## config.mk

```make
export PLATFORM = sky130hd
export DESIGN_NAME = pcrc_top
export DESIGN_NICKNAME = d
export VERILOG_FILES = /design/src/core/pcrc_pkg.sv /design/src/core/pcrc_fifo_if.sv /design/src/core/pcrc_fifo.sv /design/src/core/pcrc_top.sv
export SDC_FILE = /design/constraint.sdc
export NUM_CORES = 1
export LEC_CHECK = 0
export ABC_AREA = 1
export CAP_MARGIN = 30
export CORE_ASPECT_RATIO = 0.75
export CORE_MARGIN = 4
export CORE_UTILIZATION = 47
export DETAILED_ROUTE_END_ITERATION = 6
export DONT_BUFFER_PORTS = 1
export MAX_ROUTING_LAYER = met4
export SLEW_MARGIN = 20
export SYNTH_ARGS = -nofsm -noshare
export SYNTH_HDL_FRONTEND = slang
export SYNTH_SLANG_ARGS = --single-unit
```

## constraint.sdc

```tcl
create_clock -name aclk -period 4.4 [get_ports aclk]
set_input_delay 0.44 -clock aclk [delete_from_list [all_inputs] [get_ports aclk]]
set_output_delay 0.44 -clock aclk [all_outputs]
set_load 0.02 [all_outputs]
```

## src/core/pcrc_pkg.sv

```systemverilog
// Shared constants for the programmable CRC control block
package pcrc_pkg;
    localparam int DATA_W = 16;
    localparam int COUNT_W = 5;
    localparam int ADDR_W = 5;
    localparam int DEPTH_SHORT = 16;
    localparam int DEPTH_LONG = 8;

    // Register byte offsets
    localparam logic [ADDR_W-1:0] OFS_CTRL = 5'h00;
    localparam logic [ADDR_W-1:0] OFS_POLY = 5'h04;
    localparam logic [ADDR_W-1:0] OFS_RESULT = 5'h08;
    localparam logic [ADDR_W-1:0] OFS_INPUT = 5'h0C;
    localparam logic [ADDR_W-1:0] OFS_IRQ_STAT = 5'h10;
    localparam logic [ADDR_W-1:0] OFS_IRQ_MASK = 5'h14;

    // Control register field positions
    localparam int IDLE_HALT_BIT = 13;
    localparam int COUNT_MSB = 12;
    localparam int COUNT_LSB = 8;
    localparam int FULL_BIT = 7;
    localparam int EMPTY_BIT = 6;
    localparam int GO_BIT = 4;
    localparam int POLY_LENGTH_MINUS_ONE_MSB = 3;
    localparam int POLY_LENGTH_MINUS_ONE_W = 4;

    // Length-minus-one values above this use the shallow FIFO and 16-bit words
    localparam logic [POLY_LENGTH_MINUS_ONE_W-1:0] POLY_LENGTH_MINUS_ONE_SPLIT = 4'h7;
    localparam logic [COUNT_W-1:0] LIMIT_SHORT = 5'h10;
    localparam logic [COUNT_W-1:0] LIMIT_LONG = 5'h08;
    localparam logic [COUNT_W-1:0] BITS_WIDE = 5'h10;
    localparam logic [COUNT_W-1:0] BITS_NARROW = 5'h08;

    // Interrupt status bits
    localparam int EVT_DONE_BIT = 0;
    localparam int EVT_OVF_BIT = 1;
    localparam int EVT_W = 2;

    localparam logic [1:0] RESP_OKAY = 2'h0;
    localparam logic [1:0] RESP_SLVERR = 2'h2;

    typedef enum logic [0:0] {
        ST_WAIT = 1'b0,
        ST_SHIFT = 1'b1
    } pcrc_state_type;
endpackage

```

## src/core/pcrc_fifo_if.sv

```systemverilog
// Connection between the control logic and the input word FIFO
`timescale 1ns/1ps
interface pcrc_fifo_if;
    logic push;
    logic [pcrc_pkg::DATA_W-1:0] push_data;
    logic pop;
    logic [pcrc_pkg::DATA_W-1:0] pop_data;
    logic [pcrc_pkg::COUNT_W-1:0] limit;
    logic [pcrc_pkg::COUNT_W-1:0] count;
    logic full;
    logic empty;

    modport fifo_side (input push, push_data, pop, limit, output pop_data, count, full, empty);
    modport user_side (output push, push_data, pop, limit, input pop_data, count, full, empty);
endinterface

```

## src/core/pcrc_fifo.sv

```systemverilog
// Input word FIFO with a run-time depth limit
`timescale 1ns/1ps
module pcrc_fifo #(
    parameter int DEPTH = pcrc_pkg::DEPTH_SHORT
) (
    input wire logic aclk, // System clock
    input wire logic aresetn, // Synchronous reset, active low
    pcrc_fifo_if.fifo_side f // Push, pop and status
);
    localparam int PW = $clog2(DEPTH);

    if (DEPTH != (1 << PW) || DEPTH < pcrc_pkg::DEPTH_LONG || DEPTH > pcrc_pkg::DEPTH_SHORT) begin : g_chk
        $error("pcrc_fifo: DEPTH must be a power of two from 8 to 16");
    end

    logic [pcrc_pkg::DATA_W-1:0] mem_q [DEPTH];
    logic [PW-1:0] wr_q;
    logic [PW-1:0] rd_q;
    logic [pcrc_pkg::COUNT_W-1:0] count_q;
    logic do_push;
    logic do_pop;

    assign f.full = count_q >= f.limit;
    assign f.empty = count_q == '0;
    assign f.count = count_q;
    assign f.pop_data = mem_q[rd_q];
    assign do_push = f.push && !f.full;
    assign do_pop = f.pop && !f.empty;

    always_ff @(posedge aclk) begin
        if (do_push) begin
            mem_q[wr_q] <= f.push_data;
        end
    end

    always_ff @(posedge aclk) begin
        if (!aresetn) begin
            wr_q <= '0;
            rd_q <= '0;
        end else begin
            if (do_push) begin
                wr_q <= wr_q + 1'b1;
            end
            if (do_pop) begin
                rd_q <= rd_q + 1'b1;
            end
        end
    end

    always_ff @(posedge aclk) begin
        if (!aresetn) begin
            count_q <= '0;
        end else if (do_push && !do_pop) begin
            count_q <= count_q + 1'b1;
        end else if (do_pop && !do_push) begin
            count_q <= count_q - 1'b1;
        end
    end
endmodule

```

## src/core/pcrc_top.sv

```systemverilog
// Programmable CRC control block with AXI4-Lite register access
//
// Summary of operation
// - Six registers: control, taps, result, input, interrupt status, interrupt mask
// - Idle-halt bit 13 stops unit in idle
// - Bits 12-8 report FIFO word count
// - Depth 8 when length above 8, else 16
// - Bit 7 reads one while FIFO full
// - Bit 6 reads one while FIFO empty
// - Go bit 4 runs the serial shifter
// - Bits 3-0 hold polynomial length minus one
// - Status fields ignore software writes
// - Bits 15, 14 and 5 read zero
//
// Local design decisions: the AXI4-Lite slave port and the register offsets.
`timescale 1ns/1ps
module pcrc_top (
    input wire logic aclk, // 200 MHz clock
    input wire logic aresetn, // Synchronous reset, active low
    input wire logic device_idle, // High while device is in idle mode
    input wire logic [pcrc_pkg::ADDR_W-1:0] s_axi_awaddr, // Write address
    input wire logic [2:0] s_axi_awprot, // Write protection, unused
    input wire logic s_axi_awvalid, // Write address valid
    output logic s_axi_awready, // Write address ready
    input wire logic [31:0] s_axi_wdata, // Write data
    input wire logic [3:0] s_axi_wstrb, // Write byte strobes
    input wire logic s_axi_wvalid, // Write data valid
    output logic s_axi_wready, // Write data ready
    output logic [1:0] s_axi_bresp, // Write response
    output logic s_axi_bvalid, // Write response valid
    input wire logic s_axi_bready, // Write response ready
    input wire logic [pcrc_pkg::ADDR_W-1:0] s_axi_araddr, // Read address
    input wire logic [2:0] s_axi_arprot, // Read protection, unused
    input wire logic s_axi_arvalid, // Read address valid
    output logic s_axi_arready, // Read address ready
    output logic [31:0] s_axi_rdata, // Read data
    output logic [1:0] s_axi_rresp, // Read response
    output logic s_axi_rvalid, // Read data valid
    input wire logic s_axi_rready, // Read data ready
    output logic irq // Level interrupt
);
    localparam int DW = pcrc_pkg::DATA_W;
    localparam int CW = pcrc_pkg::COUNT_W;

    // Register address match, shared by read and write decode
    function automatic logic addr_is(
        input logic [pcrc_pkg::ADDR_W-1:0] addr,
        input logic [pcrc_pkg::ADDR_W-1:0] ofs
    );
        return addr == ofs;
    endfunction

    function automatic logic addr_mapped(input logic [pcrc_pkg::ADDR_W-1:0] addr);
        return addr_is(addr, pcrc_pkg::OFS_CTRL) || addr_is(addr, pcrc_pkg::OFS_POLY)
            || addr_is(addr, pcrc_pkg::OFS_RESULT) || addr_is(addr, pcrc_pkg::OFS_INPUT)
            || addr_is(addr, pcrc_pkg::OFS_IRQ_STAT) || addr_is(addr, pcrc_pkg::OFS_IRQ_MASK);
    endfunction

    // Byte-lane merge of a 16-bit register
    function automatic logic [DW-1:0] merge16(
        input logic [DW-1:0] old_v,
        input logic [31:0] new_v,
        input logic [3:0] strb
    );
        logic [DW-1:0] res;
        res = old_v;
        if (strb[0]) begin
            res[7:0] = new_v[7:0];
        end
        if (strb[1]) begin
            res[15:8] = new_v[15:8];
        end
        return res;
    endfunction

    // Mask of the active polynomial bits, as many bits as the length
    function automatic logic [DW-1:0] len_mask(input logic [pcrc_pkg::POLY_LENGTH_MINUS_ONE_W-1:0] poly_length_minus_one);
        logic [DW:0] ones;
        ones = (17'h00001 << ({1'b0, poly_length_minus_one} + 5'h01)) - 17'h00001;
        return ones[DW-1:0];
    endfunction

    // Bus write channel state
    logic aw_have_q;
    logic w_have_q;
    logic [pcrc_pkg::ADDR_W-1:0] awaddr_q;
    logic [31:0] wdata_q;
    logic [3:0] wstrb_q;
    logic bvalid_q;
    logic [1:0] bresp_q;
    logic wr_fire;

    // Bus read channel state
    logic rvalid_q;
    logic [31:0] rdata_q;
    logic [1:0] rresp_q;
    logic rd_fire;

    // Software registers
    logic idle_halt_q;
    logic shifter_go_q;
    logic [pcrc_pkg::POLY_LENGTH_MINUS_ONE_W-1:0] poly_length_minus_one_q;
    logic [DW-1:0] poly_tap_q;
    logic [DW-1:0] crc_q;
    logic [pcrc_pkg::EVT_W-1:0] irq_stat_q;
    logic [pcrc_pkg::EVT_W-1:0] irq_mask_q;

    // Shifter state
    pcrc_pkg::pcrc_state_type state_q;
    logic [DW-1:0] shift_q;
    logic [CW-1:0] bits_left_q;
    logic running;
    logic long_poly;
    logic take_word;
    logic shift_bit;
    logic word_done;
    logic fb_bit;
    logic [DW-1:0] crc_next;
    logic [pcrc_pkg::EVT_W-1:0] evt;
    logic [DW-1:0] ctrl_view;

    pcrc_fifo_if fq ();

    pcrc_fifo #(
        .DEPTH(pcrc_pkg::DEPTH_SHORT)
    ) u_fifo (
        .aclk(aclk),
        .aresetn(aresetn),
        .f(fq.fifo_side)
    );

    // Write address and data are taken in either order
    assign s_axi_awready = !aw_have_q && !bvalid_q;
    assign s_axi_wready = !w_have_q && !bvalid_q;
    assign wr_fire = aw_have_q && w_have_q && !bvalid_q;
    assign s_axi_bvalid = bvalid_q;
    assign s_axi_bresp = bresp_q;
    assign s_axi_arready = !rvalid_q;
    assign rd_fire = s_axi_arvalid && !rvalid_q;
    assign s_axi_rvalid = rvalid_q;
    assign s_axi_rdata = rdata_q;
    assign s_axi_rresp = rresp_q;

    always_ff @(posedge aclk) begin
        if (!aresetn) begin
            aw_have_q <= 1'b0;
            awaddr_q <= '0;
        end else if (s_axi_awvalid && s_axi_awready) begin
            aw_have_q <= 1'b1;
            awaddr_q <= s_axi_awaddr;
        end else if (wr_fire) begin
            aw_have_q <= 1'b0;
        end
    end

    always_ff @(posedge aclk) begin
        if (!aresetn) begin
            w_have_q <= 1'b0;
            wdata_q <= '0;
            wstrb_q <= '0;
        end else if (s_axi_wvalid && s_axi_wready) begin
            w_have_q <= 1'b1;
            wdata_q <= s_axi_wdata;
            wstrb_q <= s_axi_wstrb;
        end else if (wr_fire) begin
            w_have_q <= 1'b0;
        end
    end

    always_ff @(posedge aclk) begin
        if (!aresetn) begin
            bvalid_q <= 1'b0;
            bresp_q <= pcrc_pkg::RESP_OKAY;
        end else if (wr_fire) begin
            bvalid_q <= 1'b1;
            bresp_q <= addr_mapped(awaddr_q) ? pcrc_pkg::RESP_OKAY : pcrc_pkg::RESP_SLVERR;
        end else if (s_axi_bready) begin
            bvalid_q <= 1'b0;
        end
    end

    assign ctrl_view = {2'h0, idle_halt_q, fq.count, fq.full, fq.empty, 1'b0,
        shifter_go_q, poly_length_minus_one_q};

    always_ff @(posedge aclk) begin
        if (!aresetn) begin
            rvalid_q <= 1'b0;
            rdata_q <= '0;
            rresp_q <= pcrc_pkg::RESP_OKAY;
        end else if (rd_fire) begin
            rvalid_q <= 1'b1;
            rresp_q <= addr_mapped(s_axi_araddr) ? pcrc_pkg::RESP_OKAY : pcrc_pkg::RESP_SLVERR;
            if (addr_is(s_axi_araddr, pcrc_pkg::OFS_CTRL)) begin
                rdata_q <= {16'h0000, ctrl_view};
            end else if (addr_is(s_axi_araddr, pcrc_pkg::OFS_POLY)) begin
                rdata_q <= {16'h0000, poly_tap_q};
            end else if (addr_is(s_axi_araddr, pcrc_pkg::OFS_RESULT)) begin
                rdata_q <= {16'h0000, crc_q};
            end else if (addr_is(s_axi_araddr, pcrc_pkg::OFS_IRQ_STAT)) begin
                rdata_q <= {30'h00000000, irq_stat_q};
            end else if (addr_is(s_axi_araddr, pcrc_pkg::OFS_IRQ_MASK)) begin
                rdata_q <= {30'h00000000, irq_mask_q};
            end else begin
                // Input word register is write only
                rdata_q <= '0;
            end
        end else if (s_axi_rready) begin
            rvalid_q <= 1'b0;
        end
    end

    always_ff @(posedge aclk) begin
        if (!aresetn) begin
            idle_halt_q <= 1'b0;
            shifter_go_q <= 1'b0;
            poly_length_minus_one_q <= '0;
        end else if (wr_fire && addr_is(awaddr_q, pcrc_pkg::OFS_CTRL)) begin
            if (wstrb_q[1]) begin
                idle_halt_q <= wdata_q[pcrc_pkg::IDLE_HALT_BIT];
            end
            if (wstrb_q[0]) begin
                shifter_go_q <= wdata_q[pcrc_pkg::GO_BIT];
                poly_length_minus_one_q <= wdata_q[pcrc_pkg::POLY_LENGTH_MINUS_ONE_MSB:0];
            end
        end
    end

    always_ff @(posedge aclk) begin
        if (!aresetn) begin
            poly_tap_q <= '0;
        end else if (wr_fire && addr_is(awaddr_q, pcrc_pkg::OFS_POLY)) begin
            poly_tap_q <= merge16(poly_tap_q, wdata_q, wstrb_q);
        end
    end

    always_ff @(posedge aclk) begin
        if (!aresetn) begin
            irq_mask_q <= '0;
        end else if (wr_fire && addr_is(awaddr_q, pcrc_pkg::OFS_IRQ_MASK) && wstrb_q[0]) begin
            irq_mask_q <= wdata_q[pcrc_pkg::EVT_W-1:0];
        end
    end

    assign long_poly = poly_length_minus_one_q > pcrc_pkg::POLY_LENGTH_MINUS_ONE_SPLIT;
    assign fq.limit = long_poly ? pcrc_pkg::LIMIT_LONG : pcrc_pkg::LIMIT_SHORT;

    // A write to a full FIFO is dropped and flagged
    assign fq.push = wr_fire && addr_is(awaddr_q, pcrc_pkg::OFS_INPUT) && (|wstrb_q[1:0]);
    assign fq.push_data = merge16('0, wdata_q, wstrb_q);

    assign running = shifter_go_q && !(idle_halt_q && device_idle);
    assign take_word = running && (state_q == pcrc_pkg::ST_WAIT) && !fq.empty;
    assign fq.pop = take_word;
    assign shift_bit = running && (state_q == pcrc_pkg::ST_SHIFT);
    assign word_done = shift_bit && (bits_left_q == 5'h01);

    // Data enters MSB first against the top polynomial bit
    assign fb_bit = crc_q[poly_length_minus_one_q] ^ shift_q[DW-1];
    assign crc_next = ({crc_q[DW-2:0], 1'b0} ^ (fb_bit ? poly_tap_q : '0))
        & len_mask(poly_length_minus_one_q);

    always_ff @(posedge aclk) begin
        if (!aresetn) begin
            state_q <= pcrc_pkg::ST_WAIT;
        end else begin
            case (state_q)
                pcrc_pkg::ST_WAIT: begin
                    if (take_word) begin
                        state_q <= pcrc_pkg::ST_SHIFT;
                    end
                end
                pcrc_pkg::ST_SHIFT: begin
                    if (word_done) begin
                        state_q <= pcrc_pkg::ST_WAIT;
                    end
                end
                default: begin
                    state_q <= pcrc_pkg::ST_WAIT;
                end
            endcase
        end
    end

    // Narrow words sit left aligned so the MSB leads
    always_ff @(posedge aclk) begin
        if (!aresetn) begin
            shift_q <= '0;
            bits_left_q <= '0;
        end else if (take_word) begin
            shift_q <= long_poly ? fq.pop_data : {fq.pop_data[7:0], 8'h00};
            bits_left_q <= long_poly ? pcrc_pkg::BITS_WIDE : pcrc_pkg::BITS_NARROW;
        end else if (shift_bit) begin
            shift_q <= {shift_q[DW-2:0], 1'b0};
            bits_left_q <= bits_left_q - 1'b1;
        end
    end

    // Shifting wins over a seed write in the same cycle
    always_ff @(posedge aclk) begin
        if (!aresetn) begin
            crc_q <= '0;
        end else if (shift_bit) begin
            crc_q <= crc_next;
        end else if (wr_fire && addr_is(awaddr_q, pcrc_pkg::OFS_RESULT)) begin
            crc_q <= merge16(crc_q, wdata_q, wstrb_q);
        end
    end

    always_comb begin
        evt = '0;
        evt[pcrc_pkg::EVT_DONE_BIT] = word_done && fq.empty;
        evt[pcrc_pkg::EVT_OVF_BIT] = fq.push && fq.full;
    end

    // Read clears, a new event in the same cycle survives
    always_ff @(posedge aclk) begin
        if (!aresetn) begin
            irq_stat_q <= '0;
        end else if (rd_fire && addr_is(s_axi_araddr, pcrc_pkg::OFS_IRQ_STAT)) begin
            irq_stat_q <= evt;
        end else begin
            irq_stat_q <= irq_stat_q | evt;
        end
    end

    assign irq = |(irq_stat_q & irq_mask_q);
endmodule

```

==> qor.csv <==
metric,value,unit
ys flop type,edfxtp_1,
worst reg2reg path depth,16,
drt pass-1 iters,6,
Crit Path Category,flip-flop to flip-flop,
largest family of logic cells by synthesized area,compound AO/OA/AOI/OAI gates,
WP data arrival,3610,ps
Die ar.,38300,µm²
Simple-Gate Fraction of Synth Area,14.4,%
Bufs and invs on worst path,3,
number of max-cap violations,0,
Fin. Hold Viols,0,
ranking of synthesized cells by area,"edfxtp_1 (46%), dfxtp_1 (15%), o21ai_0 (7.4%)",
NumNets Final,1742,
Syn Area/Cell,9.79,µm²
largest stage delay on the critical path,420,ps
"Cell Area, Synth",16500,µm²
status,"finished, final reports clean",
Power Density,396,nW/µm²
Chip Height,171,µm
Congestion Overflow GR,0,
layout cells sized above 1,7.91,%
crit path time final,3190,ps
CTS Buffer Depth,3,
Routed Antenna Nets,0,
met3 usage,4.20,%
GRT Total Usage,22.6,%
Yosys warning count,0,
setup TNS,0,ps
# rows,59,
Die X,225,µm
total power,7.21,mW
"slowest stage cell, crit path",dfxtp_1,
"Reg clk slew, reported paths",60,ps
Max-slew headroom,37.0,%
CTS tree,yes,
CP Launch Point,s_axi_bvalid$_SDFFE_PN0P_,
Synth Area in Compound Gates,16.2,%
Worst-Margin Slew,945,ps
worst r2r src,s_axi_bvalid$_SDFFE_PN0P_,
Post-synth ARST share,0,%
"Seq/Total Area, Yosys",61.7,%
Post-Synth Adder-Cell Area,1.10,%
Netlist cell types,46,
Max Clk Rate,0.313,GHz
vias per inst,5.72,
Reg2Reg Setup Slack,1210,ps
final worst slack,1210,ps
static leakage,6.45,nW
CTS Hold Bufs,1,
clock skew,12.5,ps
via count,12300,
crit path capture type,flip-flop,
CP cell instances,"nor2_1, inv_2, nor3_1, nand3_1, inv_2, ha_1, inv_1, ha_1, nand2_1, nor2_1, a211oi_1, nand2_1, nand2_1, nor2_1, o21ai_0, a21oi_1",
crit-path max FO,8,
hold-critical path depth,1,
FF-to-FF End,u_fifo.f.count[4]$_SDFFE_PN0P_,
Worst path top cell family by delay,simple AND/OR/NAND/NOR gates,
H-Tree Depth,2,
DRC viols,0,
CTS sink count,382,
Post-Synth XOR/XNOR Area,0.212,%
Final Setup Violations,0,
largest net degree at the start of global routing,127,
Routed WL per cell,19.9,µm
critical path required time,4820,ps
global-route wire length before repair,65.7,mm
core area,34700,µm²
Initial Util,47.7,%
IO Count,102,
leading area contributor after synthesis,edfxtp_1,
met1 Use GR,34.4,%
dpl hpwl,27.1,mm
setup repair bufs after CTS,0,
fin crit share,72.5,%
worst hold-check path type,input port to flip-flop,
initial antenna violation count,2,
Slew Limit Fails,0,
hold path startpoint,aresetn,
Finished Core Util,52.4,%
Syn Inst Count,1690,
vias in the first global route,11200,
"IR drop worst, VDD",0.311,mV
Place WS,1250,ps
"EDFF count, synth",256,
DR iter-0 viols,1332,
busiest layer in global routing,met1,
number of synthesized register bits,382,
final WL,42.8,mm
GPL Wtd Cong,0.890,
number of gates resized after CTS,0,
root buffer cell,clkbuf_16,
Skew-Pair Late Insertion Delay,530,ps
crit path launch type,flip-flop,
met2 Use GR,31.9,%
Port Buffer Count,0,
Num CTS Buffers,38,
P&R area growth vs syn,9.92,%
hold path endpoint,s_axi_rvalid$_SDFFE_PN0P_,
post-synthesis mux area share,0,%
unrepaired setup endpoints after global routing,no,
Synth top area share,46.5,%
[synth_stat cells, types with 3 or more instances]
cell        n
inv_2       6
o221ai_1   20
o21ai_1     7
or2_2       4
o21a_1      3
nand4_1     9
nor2_1    263
o21ai_0   245
nand2_1   188
o211ai_1   32
buf_2      22
clkbuf_1   60
dfxtp_1   126
a21oi_2    11
o22ai_1    16
o31ai_1     9
a211oi_1   13
buf_6       3
nor3_1     10
a31oi_1    13
a21oi_1    99
edfxtp_1  256
inv_1     126
nand2_2     5
ha_1       13
buf_4      21
or2_1       3
nand3_1    79
nand3_2     3
[flip-flops by register name, indices dropped and copies added, names as in the netlist, 16 cells and up, named ones only]
name,count
u_fifo.mem_q,256
crc_q,16
poly_tap_q,16
s_axi_rdata,16
shift_q,16
wdata_q,16
[cell families (layout without fill, tap and decap cells)]
kind of cell               Yosys count  after routing
AOI/OAI and AO/OA                  473            473
adders and majority gates           14             14
buffers and inverters              242            230
other                                2             21
and+or+nand+nor                    573            573
DFF                                382            382
xor gates and xnor gates             4              4
[final cells by class]
cell class                      instances  area, µm²
Fill cell                            3122      16500
Clock buffer                           55       1120
Antenna cell                            2       5.00
Inverter                              134        504
Multi-Input combinational cell       1083       5400
Sequential cell                       382      10200
Tap cell                              457        572
Clock inverter                         12       75.1
Timing Repair Buffer                   29        302
[metrics by stage]
stage          area, µm²  std cells  hold slack [ps]
6_report           18200       2154             38.3
5_1_grt            18200       2154             23.6
4_1_cts            18100       2148             14.1
3_5_place_dp       16900       2080              465
3_3_place_gp       16800       2074              454
2_1_floorplan      16600       1707              440
[cell usage in the layout (no fill, tap or decap), types with 6 or more instances in the layout]
| cell type | instances |
|---|---|
| a21oi_1 | 99 |
| clkinv_1 | 10 |
| a21oi_2 | 11 |
| ha_1 | 13 |
| o221ai_1 | 20 |
| a31oi_1 | 13 |
| o21ai_1 | 7 |
| clkbuf_16 | 41 |
| inv_2 | 6 |
| o211ai_1 | 32 |
| nor2_2 | 18 |
| conb_1 | 19 |
| dfxtp_1 | 124 |
| a211oi_1 | 13 |
| o31ai_1 | 9 |
| nor2_1 | 247 |
| buf_4 | 17 |
| nand4_1 | 9 |
| o21ai_0 | 245 |
| o22ai_1 | 16 |
| nor3_1 | 9 |
| nand2_1 | 188 |
| clkbuf_1 | 10 |
| inv_1 | 125 |
| nand3_1 | 79 |
| edfxtp_1 | 256 |
[worst max path at each step]
stage	to	slack, ps	cells past startpoint
finish	u_fifo.f.count[4]$_SDFFE_PN0P_	1210	16
floorplan	u_fifo.f.count[4]$_SDFFE_PN0P_	1800	16
detailed placement	u_fifo.f.count[4]$_SDFFE_PN0P_	1250	16
global route	u_fifo.f.count[4]$_SDFFE_PN0P_	890	16
CTS	u_fifo.f.count[4]$_SDFFE_PN0P_	1240	16
global placement	u_fifo.f.count[4]$_SDFFE_PN0P_	1310	16
[power breakdown]
part	switching (mW)	internal (mW)	leakage [nW]	total, mW
registers	0.0559	3.84	3.38	3.90
clock network	1.33	1.82	0.584	3.14
logic	0.125	0.0399	2.49	0.164
total	1.51	5.70	6.45	7.21
[layer usage]
metal / share of wire [%] / vias up
li1: - / 5814
met3: 7.7 / 58
met5: 0 / -
met4: 1.7 / 0
met2: 43 / 445
met1: 48 / 5999
(Power assumes the default switching activity.)
